==> src/hdl/ctrl_status_pkg.sv <==
/*
 * Constants for the sequencer control and status register bank:
 * byte offsets, field positions, reset values and widths.
 * Assumes 8-bit registers on a byte-wide internal register port.
 */
package ctrl_status_pkg;
    localparam int ADDR_W = 8;
    localparam int DATA_W = 8;
    localparam int RECOV_W = 4;
    localparam int TRIG_PULSE_N = 4;
    localparam int TRIG_LEVEL_N = 4;
    localparam int CONV_N = 4;
    localparam int SLEEP_N = 2;

    // Offsets
    localparam logic [7:0] OFS_DRIVER_CONTROL = 8'h80;
    localparam logic [7:0] OFS_DRIVER_ENABLE_STATUS = 8'h82;
    localparam logic [7:0] OFS_RECOVERY_COUNT_STATUS = 8'h83;
    localparam logic [7:0] OFS_RECOVERY_COUNT_CONTROL = 8'h84;
    localparam logic [7:0] OFS_HOST_SEQUENCER_TRIGGERS = 8'h85;
    localparam logic [7:0] OFS_SLEEP_REQUEST_SHADOW = 8'h86;
    localparam logic [7:0] OFS_CONVERTER_LOGIC_RESET = 8'h87;
    localparam logic [7:0] OFS_SPREAD_SPECTRUM_CONTROL = 8'h88;

    // Field positions
    localparam int BIT_DRIVER_OUTPUT_CONTROL = 0;
    localparam int BIT_BUS_LOW_POWER_SELECT = 4;
    localparam int BIT_DRIVER_GATE_FORCE_LOW = 3;
    localparam int BIT_SOC_RESET_PIN_LEVEL = 2;
    localparam int BIT_MAIN_RESET_PIN_LEVEL = 1;
    localparam int BIT_DRIVER_GATE_PIN_LEVEL = 0;
    localparam int BIT_RECOVERY_COUNTER_CLEAR = 4;
    localparam int STAT_RSVD_LSB = 5;

    // Reset values
    localparam logic [7:0] RST_DRIVER_CONTROL = 8'h00;
    localparam logic [7:0] RST_DRIVER_ENABLE_STATUS = 8'h08;
    localparam logic [7:0] RST_RECOVERY_COUNT_CONTROL = 8'h00;
    localparam logic [7:0] RST_HOST_SEQUENCER_TRIGGERS = 8'h00;
    localparam logic [7:0] RST_SLEEP_REQUEST_SHADOW = 8'h00;
    localparam logic [7:0] RST_CONVERTER_LOGIC_RESET = 8'h00;
    localparam logic [7:0] RST_SPREAD_SPECTRUM_CONTROL = 8'h00;
    localparam logic [7:0] RDATA_UNMAPPED = 8'h00;
    localparam logic [3:0] RECOV_ZERO = 4'h0;
    localparam logic [3:0] RECOV_ONE = 4'h1;
    localparam logic [3:0] RECOV_MAX = 4'hF;
endpackage

==> src/hdl/recovery_if.sv <==
/*
 * Carrier between the register bank and the recovery counter unit.
 * Assumes both ends share one clock.
 */
`timescale 1ns/10ps
`default_nettype none
interface recovery_if;
    import ctrl_status_pkg::*;
    logic warm_reset;
    logic clear;
    logic [RECOV_W-1:0] threshold;
    logic [RECOV_W-1:0] count;
    logic power_down;
    modport bank (output warm_reset, output clear, output threshold,
        input count, input power_down);
    modport unit (input warm_reset, input clear, input threshold,
        output count, output power_down);
endinterface
`default_nettype wire

==> src/hdl/recovery_counter_unit.sv <==
/*
 * Warm-reset recovery counter with clear and power-down threshold.
 * Assumes warm_reset and clear are single-cycle pulses on clock.
 */
`timescale 1ns/10ps
`default_nettype none
module recovery_counter_unit (
    // Clock and reset
    input wire logic clock,
    input wire logic srst,
    // Bank side
    recovery_if.unit rif
);
    import ctrl_status_pkg::*;

    typedef struct packed {
        logic [RECOV_W-1:0] count;
        logic power_down;
    } unit_state_t;

    unit_state_t st_r;
    unit_state_t st_nxt;

    always_comb begin
        st_nxt = st_r;
        st_nxt.power_down = 1'b0;
        // A warm reset in the clear cycle still counts
        if (rif.warm_reset) begin
            if (rif.clear) begin
                st_nxt.count = RECOV_ONE;
            end else if (st_r.count != RECOV_MAX) begin
                st_nxt.count = st_r.count + RECOV_ONE;
            end
            // Saturate so a long run of resets cannot wrap below threshold
            if (rif.threshold != RECOV_ZERO && st_nxt.count >= rif.threshold) begin
                st_nxt.power_down = 1'b1;
            end
        end else if (rif.clear) begin
            st_nxt.count = RECOV_ZERO;
        end
    end

    always_ff @(posedge clock) begin
        if (srst) begin
            st_r <= '0;
        end else begin
            st_r <= st_nxt;
        end
    end

    assign rif.count = st_r.count;
    assign rif.power_down = st_r.power_down;
endmodule
`default_nettype wire

==> src/hdl/sequencer_control_status_regs.sv <==
/*
 * Control and status register bank: driver gating, pin level status,
 * recovery counter, sequencer triggers, sleep shadows, converter resets.
 * Assumes a byte-wide host port behind the serial front end and a
 * privileged write port from the on-chip sequencer, both on clock.
 */
`timescale 1ns/10ps
`default_nettype none
module sequencer_control_status_regs (
    // Clock and reset
    input wire logic clock,
    input wire logic srst,
    // Host register port
    input wire logic host_wr,
    input wire logic host_rd,
    input wire logic [ctrl_status_pkg::ADDR_W-1:0] host_addr,
    input wire logic [ctrl_status_pkg::DATA_W-1:0] host_wdata,
    output logic [ctrl_status_pkg::DATA_W-1:0] host_rdata,
    // Sequencer register port
    input wire logic seq_wr,
    input wire logic [ctrl_status_pkg::ADDR_W-1:0] seq_addr,
    input wire logic [ctrl_status_pkg::DATA_W-1:0] seq_wdata,
    // Nonvolatile defaults
    input wire logic nvm_load,
    input wire logic [ctrl_status_pkg::RECOV_W-1:0] nvm_recovery_threshold,
    input wire logic [ctrl_status_pkg::CONV_N-1:0] nvm_converter_reset,
    // Pin levels
    input wire logic soc_reset_pin_level,
    input wire logic main_reset_pin_level,
    input wire logic driver_gate_pin_level,
    input wire logic warm_reset_event,
    // Outputs to pins and device logic
    output logic driver_gate_pin,
    output logic bus_heartbeat_watchdog_run,
    output logic memory_identifier_poll_run,
    output logic [ctrl_status_pkg::TRIG_PULSE_N-1:0] sequencer_trigger_pulse,
    output logic [ctrl_status_pkg::TRIG_LEVEL_N-1:0] sequencer_trigger_level,
    output logic sleep_request_one,
    output logic sleep_request_two,
    output logic [ctrl_status_pkg::CONV_N-1:0] converter_logic_reset,
    output logic [ctrl_status_pkg::DATA_W-1:0] spread_spectrum_setting,
    output logic all_rails_power_down
);
    import ctrl_status_pkg::*;

    typedef struct packed {
        logic [DATA_W-1:0] drv_ctrl;
        logic [DATA_W-1:STAT_RSVD_LSB] stat_rsvd;
        logic low_power;
        logic force_low;
        logic [DATA_W-1:RECOV_W+1] recov_rsvd;
        logic [RECOV_W-1:0] threshold;
        logic [TRIG_LEVEL_N-1:0] trig_level;
        logic [TRIG_PULSE_N-1:0] trig_pulse;
        logic [DATA_W-1:0] sleep_shadow;
        logic [DATA_W-1:0] conv_reset;
        logic [DATA_W-1:0] spread;
        logic [DATA_W-1:0] rdata;
    } bank_state_t;

    bank_state_t st_r;
    bank_state_t st_nxt;
    recovery_if rif ();

    function automatic logic hit(input logic wr, input logic [ADDR_W-1:0] a,
        input logic [ADDR_W-1:0] ofs);
        hit = wr && (a == ofs);
    endfunction

    // Reset image of the bank, force-low set
    function automatic bank_state_t reset_image();
        bank_state_t r;
        r = '0;
        r.drv_ctrl = RST_DRIVER_CONTROL;
        r.force_low = RST_DRIVER_ENABLE_STATUS[BIT_DRIVER_GATE_FORCE_LOW];
        r.low_power = RST_DRIVER_ENABLE_STATUS[BIT_BUS_LOW_POWER_SELECT];
        r.sleep_shadow = RST_SLEEP_REQUEST_SHADOW;
        r.conv_reset = RST_CONVERTER_LOGIC_RESET;
        r.spread = RST_SPREAD_SPECTRUM_CONTROL;
        r.stat_rsvd = RST_DRIVER_ENABLE_STATUS[DATA_W-1:STAT_RSVD_LSB];
        r.recov_rsvd = RST_RECOVERY_COUNT_CONTROL[DATA_W-1:RECOV_W+1];
        r.threshold = RST_RECOVERY_COUNT_CONTROL[RECOV_W-1:0];
        r.trig_level = RST_HOST_SEQUENCER_TRIGGERS[DATA_W-1:TRIG_PULSE_N];
        r.trig_pulse = RST_HOST_SEQUENCER_TRIGGERS[TRIG_PULSE_N-1:0];
        r.rdata = RDATA_UNMAPPED;
        return r;
    endfunction

    logic [DATA_W-1:0] stat_byte;
    logic [DATA_W-1:0] wdata;
    logic [ADDR_W-1:0] waddr;
    logic wen;
    logic [DATA_W-1:0] rd_byte;
    // Per-register write selects, shared by both ports
    logic sel_drv_ctrl;
    logic sel_drv_stat;
    logic sel_recov_ctrl;
    logic sel_triggers;
    logic sel_sleep;
    logic sel_conv;
    logic sel_spread;

    // Live pin levels, never stored
    always_comb begin
        stat_byte = '0;
        stat_byte[DATA_W-1:STAT_RSVD_LSB] = st_r.stat_rsvd;
        stat_byte[BIT_BUS_LOW_POWER_SELECT] = st_r.low_power;
        stat_byte[BIT_DRIVER_GATE_FORCE_LOW] = st_r.force_low;
        stat_byte[BIT_SOC_RESET_PIN_LEVEL] = soc_reset_pin_level;
        stat_byte[BIT_MAIN_RESET_PIN_LEVEL] = main_reset_pin_level;
        stat_byte[BIT_DRIVER_GATE_PIN_LEVEL] = driver_gate_pin_level;
    end

    // Sequencer write wins a same-cycle collision with the host
    always_comb begin
        wen = 1'b0;
        waddr = host_addr;
        wdata = host_wdata;
        if (seq_wr) begin
            wen = 1'b1;
            waddr = seq_addr;
            wdata = seq_wdata;
        end else if (host_wr) begin
            wen = 1'b1;
        end
    end

    always_comb begin
        sel_drv_ctrl = hit(wen, waddr, OFS_DRIVER_CONTROL);
        sel_drv_stat = hit(wen, waddr, OFS_DRIVER_ENABLE_STATUS);
        sel_recov_ctrl = hit(wen, waddr, OFS_RECOVERY_COUNT_CONTROL);
        sel_triggers = hit(wen, waddr, OFS_HOST_SEQUENCER_TRIGGERS);
        sel_sleep = hit(wen, waddr, OFS_SLEEP_REQUEST_SHADOW);
        sel_conv = hit(wen, waddr, OFS_CONVERTER_LOGIC_RESET);
        sel_spread = hit(wen, waddr, OFS_SPREAD_SPECTRUM_CONTROL);
    end

    // Clear is a strobe into the counter unit, never stored in the bank
    always_comb begin
        rif.clear = 1'b0;
        if (sel_recov_ctrl) begin
            rif.clear = wdata[BIT_RECOVERY_COUNTER_CLEAR];
        end
    end

    // Addressed byte as a read would capture it; pin levels are live
    always_comb begin
        rd_byte = RDATA_UNMAPPED;
        case (host_addr)
            OFS_DRIVER_CONTROL: begin
                rd_byte = st_r.drv_ctrl;
            end
            OFS_DRIVER_ENABLE_STATUS: begin
                rd_byte = stat_byte;
            end
            OFS_RECOVERY_COUNT_STATUS: begin
                rd_byte = {{(DATA_W-RECOV_W){1'b0}}, rif.count};
            end
            OFS_RECOVERY_COUNT_CONTROL: begin
                rd_byte = {st_r.recov_rsvd, 1'b0, st_r.threshold};
            end
            OFS_HOST_SEQUENCER_TRIGGERS: begin
                rd_byte = {st_r.trig_level, st_r.trig_pulse};
            end
            OFS_SLEEP_REQUEST_SHADOW: begin
                rd_byte = st_r.sleep_shadow;
            end
            OFS_CONVERTER_LOGIC_RESET: begin
                rd_byte = st_r.conv_reset;
            end
            OFS_SPREAD_SPECTRUM_CONTROL: begin
                rd_byte = st_r.spread;
            end
            default: begin
                rd_byte = RDATA_UNMAPPED;
            end
        endcase
    end

    always_comb begin
        st_nxt = st_r;
        st_nxt.trig_pulse = '0;

        if (sel_drv_ctrl) begin
            st_nxt.drv_ctrl = wdata;
        end

        // Reserved bits are open to both ports
        if (sel_drv_stat) begin
            st_nxt.stat_rsvd = wdata[DATA_W-1:STAT_RSVD_LSB];
            if (seq_wr) begin
                st_nxt.low_power = wdata[BIT_BUS_LOW_POWER_SELECT];
                st_nxt.force_low = wdata[BIT_DRIVER_GATE_FORCE_LOW];
            end
        end

        // New threshold is judged at the next warm reset
        if (sel_recov_ctrl) begin
            st_nxt.recov_rsvd = wdata[DATA_W-1:RECOV_W+1];
            st_nxt.threshold = wdata[RECOV_W-1:0];
        end

        // A write while pulsing restarts the pulse
        if (sel_triggers) begin
            st_nxt.trig_level = wdata[DATA_W-1:TRIG_PULSE_N];
            st_nxt.trig_pulse = wdata[TRIG_PULSE_N-1:0];
        end

        if (sel_sleep) begin
            st_nxt.sleep_shadow = wdata;
        end

        if (sel_conv) begin
            st_nxt.conv_reset = wdata;
        end

        if (sel_spread) begin
            st_nxt.spread = wdata;
        end

        // Memory defaults overwrite a same-cycle write to the threshold and to converter reset bits 3:0
        if (nvm_load) begin
            st_nxt.threshold = nvm_recovery_threshold;
            st_nxt.conv_reset[CONV_N-1:0] = nvm_converter_reset;
        end

        // Held low, so a later force-low release cannot expose a stale 1
        if (st_nxt.force_low) begin
            st_nxt.drv_ctrl[BIT_DRIVER_OUTPUT_CONTROL] = 1'b0;
        end

        if (host_rd) begin
            st_nxt.rdata = rd_byte;
        end
    end

    always_ff @(posedge clock) begin
        if (srst) begin
            st_r <= reset_image();
        end else begin
            st_r <= st_nxt;
        end
    end

    assign rif.warm_reset = warm_reset_event;
    assign rif.threshold = st_r.threshold;

    recovery_counter_unit u_recovery (
        .clock(clock),
        .srst(srst),
        .rif(rif.unit)
    );

    // Pin outputs
    assign driver_gate_pin = st_r.drv_ctrl[BIT_DRIVER_OUTPUT_CONTROL] && !st_r.force_low;
    assign bus_heartbeat_watchdog_run = !st_r.low_power;
    assign memory_identifier_poll_run = !st_r.low_power;

    // Sequencer program inputs
    assign sequencer_trigger_pulse = st_r.trig_pulse;
    assign sequencer_trigger_level = st_r.trig_level;
    assign sleep_request_one = st_r.sleep_shadow[0];
    assign sleep_request_two = st_r.sleep_shadow[1];

    // Converter and rail controls
    assign converter_logic_reset = st_r.conv_reset[CONV_N-1:0];
    assign spread_spectrum_setting = st_r.spread;
    assign all_rails_power_down = rif.power_down;

    // Read data holds until the next read strobe
    assign host_rdata = st_r.rdata;
endmodule
`default_nettype wire
==> config.mk <==
export PLATFORM = sky130hd
export DESIGN_NAME = sequencer_control_status_regs
export DESIGN_NICKNAME = d
export VERILOG_FILES = /design/src/hdl/ctrl_status_pkg.sv /design/src/hdl/recovery_if.sv /design/src/hdl/recovery_counter_unit.sv /design/src/hdl/sequencer_control_status_regs.sv
export SDC_FILE = /design/constraint.sdc
export NUM_CORES = 1
export LEC_CHECK = 0
export ABC_AREA = 1
export CAP_MARGIN = 20
export CORE_ASPECT_RATIO = 0.7
export CORE_MARGIN = 2
export CORE_UTILIZATION = 60
export CTS_CLUSTER_SIZE = 12
export DETAILED_ROUTE_END_ITERATION = 12
export DONT_BUFFER_PORTS = 1
export HOLD_SLACK_MARGIN = 0.08
export PLACE_DENSITY_LB_ADDON = 0.05
export SLEW_MARGIN = 0
export SYNTH_ARGS = -nofsm -noshare
export SYNTH_HDL_FRONTEND = slang
export SYNTH_SLANG_ARGS = --single-unit
==> constraint.sdc <==
create_clock -name clock -period 3 [get_ports clock]
set_input_delay 0.6 -clock clock [delete_from_list [all_inputs] [get_ports clock]]
set_output_delay 0.6 -clock clock [all_outputs]
set_load 0.01 [all_outputs]
==> impl_summary.log, run 1 <==
[metrics] syn nets: roughly 630
[metrics] Die X-Extent: between 100 and 150 microns
[metrics] number of buffers created by CTS: 9
[metrics] DRC Markers: 0
[metrics] cell accounting for the most synthesized area: dfxtp_1
[metrics] clock period minus worst slack: about 2.2 ns
[metrics] via count of the routed design: ~3500
[metrics] leading cell types by total area after synthesis: dfxtp_1 33%, nand2_1 12%, nand3_1 11%
[metrics] total clock sinks: 65
[metrics] global-route wire length before repair: around 16000 microns
[metrics] synthesized area: roughly 3900 sq um
[metrics] post-route clock period utilization: between 70% and 80%
[metrics] count of nets left with antenna violations after detail routing: 0
[metrics] number of buffers inserted to repair setup after CTS: 0
[metrics] final clock skew: 0.0122 ns
[metrics] cell count after placement: roughly 610
[metrics] Final Setup Violations: 0
[metrics] Fin. Hold Viols: 0
[metrics] Setup WS post-layout: 0.844 ns
[metrics] Area growth syn-to-layout: 0.607%
[metrics] number of buffers added to fix hold violations after cts: 0
[metrics] largest net degree at the start of global routing: 36
[metrics] Worst Setup Start Kind: flop
[metrics] Overall Global Routing Usage: between 20% and 30%
[metrics] area share of the leading cell type in the synthesized netlist: approximately a third
[metrics] critical setup path kind: flop to flop
[metrics] yosys synthesis warning count: 0
[metrics] critical path data arrival time: between 2 and 2.5 ns
[metrics] slew of the pin with the lowest slew margin: 0.844 ns
[metrics] Total Negative Setup Slacks: 0 ns
[metrics] sequential area share after synthesis: between 30% and 40%
[metrics] Resize count post-CTS: 0
[metrics] row cnt: 24
[metrics] power density over the cells: about 500 nW/um^2
[metrics] unrepaired setup endpoints after global routing: no
[metrics] worst hold slack after final layout: 0.306 ns
[metrics] peak ir drop on the vdd network: 0.306 mV
[metrics] total length of routed wires: ~10000 microns
[metrics] vias in the first global route: around 3300
[metrics] status: complete, no violations
[metrics] number of enable flip-flop cells after synthesis: 0
[metrics] post-DR vias/cell: between 5 and 6
[metrics] mean area per synthesized cell: ~6.8 sq um
[metrics] wire per inst: between 15 and 20 microns
[metrics] total die area: 7200 sq um
[metrics] worst path required time: ~3.3 ns
[metrics] Port-buffer cells: 0
[metrics] number of antenna violations at the first check in global routing: 0
[metrics] maximum buffer depth of the clock tree: 2
[metrics] maximum fanout count along the critical path: 5
[metrics] Chip Height: about 72 microns
[metrics] final design utilization: 62.8%
[metrics] Synth Instances: around 580
[metrics] number of slew-limit violations in the final report: 0
[metrics] number of unique standard cell types used by synthesis: 34
[metrics] max_slew headroom: 43.1%
[metrics] total power: a little under 2 mW
[metrics] total placed instance area: around 3700 sq um
[metrics] max-cap check violation count: 0
[metrics] GRT overflow: 0
[metrics] post-synthesis sequential element count: 65
[metrics] type of destination of the critical path: flop
[metrics] source-to-sink clock delay at the later pin of the worst-skew pair: between 0.3 and 0.4 ns
[metrics] starting density of the core: around 62%
[metrics] final cell area excluding filler cells: a little under 4000 sq um
[metrics] post-placement worst setup slack: roughly 0.57 ns
[metrics] gp weighted congestion: around 0.87
[metrics] share of cells above drive strength 1: a little under an eighth
[metrics] number of antenna repair diodes: 0
[metrics] Max Clock Freq: 464 MHz
[metrics] TritonCTS clock tree: yes
[metrics] hold crit path type: input pin to flop
[metrics] Static Leakage: between 1.5 and 2 nW
[metrics] number of levels in the clock H-tree: 3
[metrics] async set-reset flop share out of synthesis: 0%
[metrics] most instantiated flip-flop cell in the synthesis netlist: dfxtp_1
[metrics] final standard cell count with taps included and fillers excluded: 625
[metrics] IO Count: 84
[metrics] number of DRC markers after the initial detailed-route iteration: 289
[metrics] net total in the final layout: 597
[metrics] number of search-and-repair iterations in the first detailed-routing pass: 5
[metrics] clock edge transition at the registers on the reported setup and hold paths: ~0.070 ns
[metrics] Core Region: approximately 6300 sq um
[metrics] dpl hpwl: between 7000 and 8000 microns
[metrics] cell at the root of the clock tree: clkbuf_8
==> placed cells by master (no fill, tap or decap), types with 6 or more instances in the layout <==
cell type	n
nand2_2	7
o21ai_0	35
nor2_1	54
clkbuf_8	9
inv_1	56
dfxtp_1	65
a21oi_1	53
nand3_1	83
o21ai_1	6
nand2_1	121
==> state kept, by name, indices dropped and copies added, names as in the netlist <==
signal	count
sequencer_trigger_level	4
sleep_request_one	1
sequencer_trigger_pulse	4
u_recovery.rif.power_down	1
sleep_request_two	1
u_recovery.rif.count	4
host_rdata	8
spread_spectrum_setting	8
rif.threshold	4
st_r	26
converter_logic_reset	4
==> cells by family (layout without fill, tap and decap cells) <==
kind of cell,after synthesis,after routing,share of synthesized area (%)
DFF,65,65,33.2
adders and majority gates,5,5,1.60
and+or+nand+nor,291,291,35.5
AOI/OAI and AO/OA,104,104,14.3
xor gates and xnor gates,1,1,0.224
buffers and inverters,113,81,15.1
==> synthesized netlist by cell type, types with 2 or more instances <==
master	count
nand3_4	4
inv_2	4
o21ai_2	5
buf_4	33
ha_1	5
o21ai_1	6
buf_6	5
inv_1	56
nand3_1	83
nor2_4	4
dfxtp_1	65
o21ai_0	35
or2_2	3
nand2_2	7
a21oi_1	53
nand2_1	121
inv_4	2
clkbuf_1	10
nand2_4	4
nor2_1	55
a21oi_2	2
nor2_2	5
==> layer usage <==
metal | wire, microns | track usage (%) | up-vias
met1 | 4660 | 40.8 | 1578
met5 | 0 | 0 | -
met3 | 724 | 7.71 | 14
met4 | 161 | 10.0 | 0
met2 | 4440 | 45.0 | 128
li1 | - | - | 1782
==> power by group <==
part / leakage (nW) / switching (mW) / total, mW / internal [mW]
registers: 0.525 / 0.0146 / 0.889 / 0.874
clock network: 0.113 / 0.366 / 0.921 / 0.555
logic: 1.03 / 0.122 / 0.177 / 0.0545
==> final timing paths <==
kind	cells after the start	startpoint	endpoint	slack, ns
hold reg to reg	2	st_r[29]	st_r[29]	0.45
setup reg to reg	14	u_recovery.rif.count[0]	u_recovery.rif.power_down	0.84
hold / removal	1	srst	u_recovery.rif.count[0]	0.31
setup / recovery	14	u_recovery.rif.count[0]	u_recovery.rif.power_down	0.84
==> area by class of cell <==
type | instances | area [sq um]
Clock buffer | 10 | 128
Clock inverter | 6 | 114
Fill cell | 615 | 2330
Inverter | 63 | 241
Multi-Input combinational cell | 401 | 2030
Sequential cell | 65 | 1300
Tap cell | 78 | 97.6
Timing Repair Buffer | 2 | 27.5
==> worst max-delay path, cell delays in order, from the launching register on <==
cell and delay (ns):
dfxtp_1 0.44, ha_1 0.22, nand2_1 0.06, inv_1 0.07, nand2_1 0.10, o21ai_0 0.27
inv_1 0.07, nor2_1 0.12, ha_1 0.25, inv_1 0.07, nor2_1 0.04, o211ai_1 0.16
nand3_1 0.09, nand3_1 0.07, inv_1 0.04
(Power assumes the default switching activity.)
==> run 2, diff against run 1 <==
==> constraint.sdc (replaced) <==
create_clock -name clock -period 2.1 [get_ports clock]
set_input_delay 0.42 -clock clock [delete_from_list [all_inputs] [get_ports clock]]
set_output_delay 0.42 -clock clock [all_outputs]
set_load 0.01 [all_outputs]
==> run 2 against run 1 <==
Compared with the run above:
- sequential share of layout area is 0.38 points lower
- largest cell class unchanged
- count of clock-buffer cells in the layout stayed put
- sequential power rose by 43%
- core utilization grew 0.80 points
- routed wire length increased by 1.1%
- cell count rose by 1.8%
- clock skew shrank 0.0032 ns
- design area is 1.3% higher
- die area stayed put
- critical path depth is the same
==> impl_summary.log, run 2 (same netlist as run 1, synthesis figures left out) <==
[metrics] most frequent cells in the layout: 121 x nand2_1, 83 x nand3_1, 64 x dfxtp_1
[metrics] peak ir drop on the vdd network: ~0.37 mV
[metrics] row cnt: 24
[metrics] vias in the first global route: between 3000 and 4000
[metrics] worst path required time: 2.35 ns
[metrics] count of nets left with antenna violations after detail routing: 0
[metrics] Static Leakage: roughly 1.7 nW
[metrics] unrepaired setup endpoints after global routing: no
[metrics] share of cells above drive strength 1: ~14%
[metrics] Area growth syn-to-layout: 1.88%
[metrics] Clock power frac: between 40% and 50%
[metrics] post-DR vias/cell: around 5.7
[metrics] hold crit path type: input pin to flop
[metrics] flip-flop count of the largest register, all copies and words added: 26
[metrics] post-route clock period utilization: between 80% and 90%
[metrics] cells traversed along the worst timing path: ha_2, nand2_1, inv_1, nand2_1, o21ai_2, inv_1, nor2_1, ha_1, inv_1, nor2_1, o211ai_1, nand3_1, nand3_1, inv_1
[metrics] Max Clock Freq: 531 MHz
[metrics] leading cell type in the layout, fill and taps excluded: nand2_1
[metrics] via count of the routed design: 3600
[metrics] total placed instance area: around 3800 sq um
[metrics] critical path data arrival time: 2.13 ns
[metrics] largest net degree at the start of global routing: 58
[metrics] cell at the root of the clock tree: clkbuf_8
[metrics] clock period minus worst slack: about 1.9 ns
[metrics] largest register by flop count: st_r
[metrics] Setup WS post-layout: about 0.22 ns
[metrics] number of buffers created by CTS: 9
[metrics] number of slew-limit violations in the final report: 0
[metrics] register share of total power: approximately 49%
[metrics] power density over the cells: between 600 and 700 nW/um^2
[metrics] Overall Global Routing Usage: approximately 29%
[metrics] type of destination of the critical path: flop
[metrics] total length of routed wires: between 10000 and 15000 microns
[metrics] starting density of the core: 62.4%
[metrics] crit-path most repeated cell: inv_1
[metrics] largest stage delay on the critical path: approximately 0.36 ns
[metrics] number of levels in the clock H-tree: 3
[metrics] global-route wire length before repair: between 15000 and 20000 microns
[metrics] net total in the final layout: 609
[metrics] post-placement worst setup slack: 0.111 ns
[metrics] status: complete, no violations
[metrics] CP max stage cell: dfxtp_1
[metrics] number of buffers added to fix hold violations after cts: 0
[metrics] number of antenna violations at the first check in global routing: 0
[metrics] number of DRC markers after the initial detailed-route iteration: around 260
[metrics] wire per inst: 15.9 microns
[metrics] source-to-sink clock delay at the later pin of the worst-skew pair: 0.35 ns
[metrics] Worst Setup Start Kind: flop
[metrics] Fin. Hold Viols: 0
[metrics] number of antenna repair diodes: 0
[metrics] critical setup path kind: flop to flop
[metrics] total die area: 7200 sq um
[metrics] Chip Height: ~72 microns
[metrics] number of buffers inserted to repair setup after CTS: 0
[metrics] power share of the combinational group: between 10% and 20%
[metrics] GRT overflow: 0
[metrics] IO Count: 84
[metrics] maximum fanout count along the critical path: 3
[metrics] DRC Markers: 0
[metrics] Final Setup Violations: 0
[metrics] dpl hpwl: ~7400 microns
[metrics] gp weighted congestion: between 0.8 and 0.9
[metrics] number of search-and-repair iterations in the first detailed-routing pass: 5
[metrics] Core Region: 6280 sq um
[metrics] sw frac: a little over a quarter
[metrics] total net switching power: a little under 700 uW
[metrics] Port-buffer cells: 0
[metrics] final clock skew: around 0.009 ns
[metrics] maximum buffer depth of the clock tree: 2
[metrics] clock edge transition at the registers on the reported setup and hold paths: 0.07 ns
[metrics] final cell area excluding filler cells: between 3000 and 4000 sq um
[metrics] TritonCTS clock tree: yes
[metrics] slew of the pin with the lowest slew margin: ~0.75 ns
[metrics] Die X-Extent: roughly 100 microns
[metrics] max-cap check violation count: 0
[metrics] Internal Pwr Total: 1.91 mW
[metrics] Resize count post-CTS: 0
[metrics] total clock sinks: 65
[metrics] worst hold slack after final layout: 0.128 ns
[metrics] max_slew headroom: 49.8%
[metrics] Total Negative Setup Slacks: 0 ns
-- run 2: area by class of cell --
class	count	area, sq um
repair buffers	14	118
clock inverters	5	56.3
clock buffers	10	138
flip-flops and latches	65	1300
multi-input cells	401	2040
fillers	592	2280
inverters	63	241
well taps	78	97.6
-- run 2: metal layers --
metal  up-vias  part of all wire [%]  global-route usage (%)
met3        19                   8.2                    6.63
met2       152                    44                    43.8
met4         0                   1.9                    7.91
li1       1791                     -                       -
met1      1638                    46                    42.4
met5         -                     0                       0
-- run 2: power groups by stage --
stage                     clock [mW]  combinational [mW]  sequential [mW]
after CTS                       1.07               0.270             1.27
after floorplan                    0               0.235             1.29
final                           1.06               0.275             1.27
after global placement             0               0.262             1.30
after global routing            1.13               0.307             1.27
after detailed placement           0               0.269             1.30
-- run 2: path summary, 6_finish.rpt --
kind	from	slack [ns]	end	depth (start not counted)
worst min-delay path	srst	0.13	u_recovery.rif.count[0]	1
worst min register to register	st_r[30]	0.45	st_r[30]	2
worst max register to register	u_recovery.rif.count[0]	0.22	u_recovery.rif.power_down	14
worst max-delay path	u_recovery.rif.count[0]	0.22	u_recovery.rif.power_down	14
-- run 2: through the flow --
| step | instances | util [%] | power (mW) |
|---|---|---|---|
| final | 636 | 63.6 | 2.61 |
| after global routing | 636 | 63.6 | 2.70 |
| after CTS | 636 | 63.5 | 2.61 |
| after detailed placement | 621 | 60.4 | 1.57 |
| after global placement | 621 | 60.4 | 1.56 |
| after floorplan | 579 | - | 1.52 |
-- run 2: worst max-delay path: cells and delay by family, from the launching register on --
family,cells,cell delay (ns)
and+or+nand+nor,6,0.45
DFF,1,0.36
buffers and inverters,4,0.23
adders and majority gates,2,0.45
AOI/OAI and AO/OA,2,0.30
==> run 3, diff against run 2 <==
--- a/config.mk
+++ b/config.mk
@@ -15,6 +15,7 @@
 export DONT_BUFFER_PORTS = 1
 export HOLD_SLACK_MARGIN = 0.08
 export PLACE_DENSITY_LB_ADDON = 0.05
+export RECOVER_POWER = 50
 export SLEW_MARGIN = 0
 export SYNTH_ARGS = -nofsm -noshare
 export SYNTH_HDL_FRONTEND = slang
==> run 3 against run 2 <==
Compared with the run above:
- global-route usage stayed put
- via count fell by 1.3%
- die area stayed put
- worst hold slack gained 0.0011 ns
- power is 0.54% lower
- critical path type unchanged
- first-iteration DRC count fell by 7.8%
- core utilization shrank 0.92 points
- design area decreased by 1.4%
- largest cell class unchanged
- clock power about the same
- critical path depth did not move
- fmax grew 0.18%
- count of clock-buffer cells in the layout stayed put
- critical endpoint unchanged
- highest routed layer unchanged
==> impl_summary.log, run 3 (same netlist as run 1, synthesis figures left out) <==
[metrics] status: complete, no violations
[metrics] post-placement worst setup slack: about 0.11 ns
[metrics] number of buffers created by CTS: 9
[metrics] Setup WS post-layout: about 0.22 ns
[metrics] clock period minus worst slack: 1.88 ns
[metrics] Chip Height: 71.6 microns
[metrics] number of levels in the clock H-tree: 3
[metrics] Core Region: approximately 6300 sq um
[metrics] Static Leakage: about 1.7 nW
[metrics] area of combinational cells with multiple inputs: approximately 2000 sq um
[metrics] critical setup path kind: flop to flop
[metrics] leading cell type in the layout, fill and taps excluded: nand2_1
[metrics] final design utilization: about 63%
[metrics] global-route wire length before repair: between 15000 and 20000 microns
[metrics] number of antenna violations at the first check in global routing: 0
[metrics] Worst R2R Setup Slack: about 0.22 ns
[metrics] wire per inst: 15.9 microns
[metrics] number of slew-limit violations in the final report: 0
[metrics] share of cells above drive strength 1: 12.7%
[metrics] hold crit path type: input pin to flop
[metrics] Max Clock Freq: ~530 MHz
[metrics] most frequent cells in the layout: 121 x nand2_1, 86 x nand3_1, 64 x dfxtp_1
[metrics] max-cap check violation count: 0
[metrics] power density over the cells: 659 nW/um^2
[metrics] maximum buffer depth of the clock tree: 2
[metrics] Area growth syn-to-layout: 0.415%
[metrics] unrepaired setup endpoints after global routing: no
[metrics] number of DRC markers after the initial detailed-route iteration: around 240
[metrics] peak ir drop on the vdd network: between 0.3 and 0.4 mV
[metrics] Total Negative Setup Slacks: 0 ns
[metrics] final cell area excluding filler cells: roughly 3900 sq um
[metrics] Worst Setup Start Kind: flop
[metrics] post-route clock period utilization: around nine tenths
[metrics] filler instances: about 600
[metrics] largest register by flop count: st_r
[metrics] post-DR vias/cell: 5.58
[metrics] maximum fanout count along the critical path: 3
[metrics] Overall Global Routing Usage: between 20% and 30%
[metrics] source-to-sink clock delay at the later pin of the worst-skew pair: approximately 0.35 ns
[metrics] number of search-and-repair iterations in the first detailed-routing pass: 5
[metrics] IO Count: 84
[metrics] net total in the final layout: around 610
[metrics] largest net degree at the start of global routing: 58
[metrics] Final Setup Violations: 0
[metrics] gp weighted congestion: 0.879
[metrics] vias in the first global route: 3266
[metrics] total power: 2.59 mW
[metrics] total area of sequential cells: 1300 sq um
[metrics] Die X-Extent: 101 microns
[metrics] total die area: a little over 7000 sq um
[metrics] TritonCTS clock tree: yes
[metrics] DRC Markers: 0
[metrics] max_slew headroom: between 40% and 50%
[metrics] worst path required time: approximately 2.4 ns
[metrics] GRT overflow: 0
[metrics] via count of the routed design: between 3000 and 4000
[metrics] dpl hpwl: about 7400 microns
[metrics] Fin. Hold Viols: 0
[metrics] slew of the pin with the lowest slew margin: approximately 0.84 ns
[metrics] count of nets left with antenna violations after detail routing: 0
[metrics] cell count after placement: 621
[metrics] clock edge transition at the registers on the reported setup and hold paths: about 0.07 ns
[metrics] type of destination of the critical path: flop
[metrics] final standard cell count with taps included and fillers excluded: about 640
[metrics] worst hold slack after final layout: about 0.13 ns
[metrics] row cnt: 24
[metrics] Port-buffer cells: 0
[metrics] total placed instance area: 3790 sq um
[metrics] total length of routed wires: roughly 10000 microns
[metrics] number of antenna repair diodes: 0
[metrics] total clock sinks: 65
[metrics] cell at the root of the clock tree: clkbuf_8
[metrics] flip-flop count of the largest register, all copies and words added: 26
[metrics] critical path data arrival time: between 2 and 2.5 ns
[metrics] final clock skew: between 0.008 and 0.009 ns
[metrics] starting density of the core: between 60% and 70%
[run 3: cell count changes in the layout (fill, tap and decap cells not counted)]
cell	before	now
buf_4	13	12
clkbuf_1	0	1
inv_1	56	57
inv_2	4	3
nand3_1	83	86
nand3_4	4	1
nor2_1	54	55
nor2_8	1	0
[run 3: worst paths after layout]
path / from / cells after the start / end
max reg2reg: u_recovery.rif.count[0] / 14 / u_recovery.rif.power_down
min reg2reg: st_r[30] / 2 / st_r[30]
min: srst / 1 / u_recovery.rif.count[0]
max: u_recovery.rif.count[0] / 14 / u_recovery.rif.power_down
[run 3: worst max-delay path, cell delays in order (launching register included)]
cell and delay, ns:
dfxtp_1 0.36, ha_2 0.20, nand2_1 0.06, inv_1 0.08, nand2_1 0.11, o21ai_2 0.15, inv_1 0.05, nor2_1 0.10
ha_1 0.25, inv_1 0.06, nor2_1 0.03, o211ai_1 0.15, nand3_1 0.08, nand3_1 0.07, inv_1 0.04
[run 3: report_power, final]
part,internal (mW),total [mW],switching [mW]
combinational,0.0872,0.262,0.175
sequential,1.25,1.27,0.0190
clock,0.571,1.06,0.491
[run 3: per-layer routing]
metal | share of wire [%] | track usage (%) | vias to the layer above | routed length [microns]
met4 | 1.7 | 7.91 | 0 | 173
met3 | 7.6 | 6.63 | 15 | 768
met1 | 46 | 42.4 | 1610 | 4680
li1 | - | - | 1793 | -
met2 | 44 | 43.8 | 134 | 4480
met5 | 0 | 0 | - | 0
[run 3: final cells by class]
type | count | area share (%)
repair buffers | 14 | 2.89
clock inverters | 5 | 1.43
clock buffers | 10 | 3.50
flip-flops and latches | 65 | 33.1
multi-input cells | 401 | 50.5
inverters | 63 | 6.14
well taps | 78 | 2.48
[run 3: what timing repair did]
action,4_1_cts,5_1_grt
setup endpoints to repair,0,1
hold buffers,0,0
buffers inserted,0,0
gates resized for setup,0,4
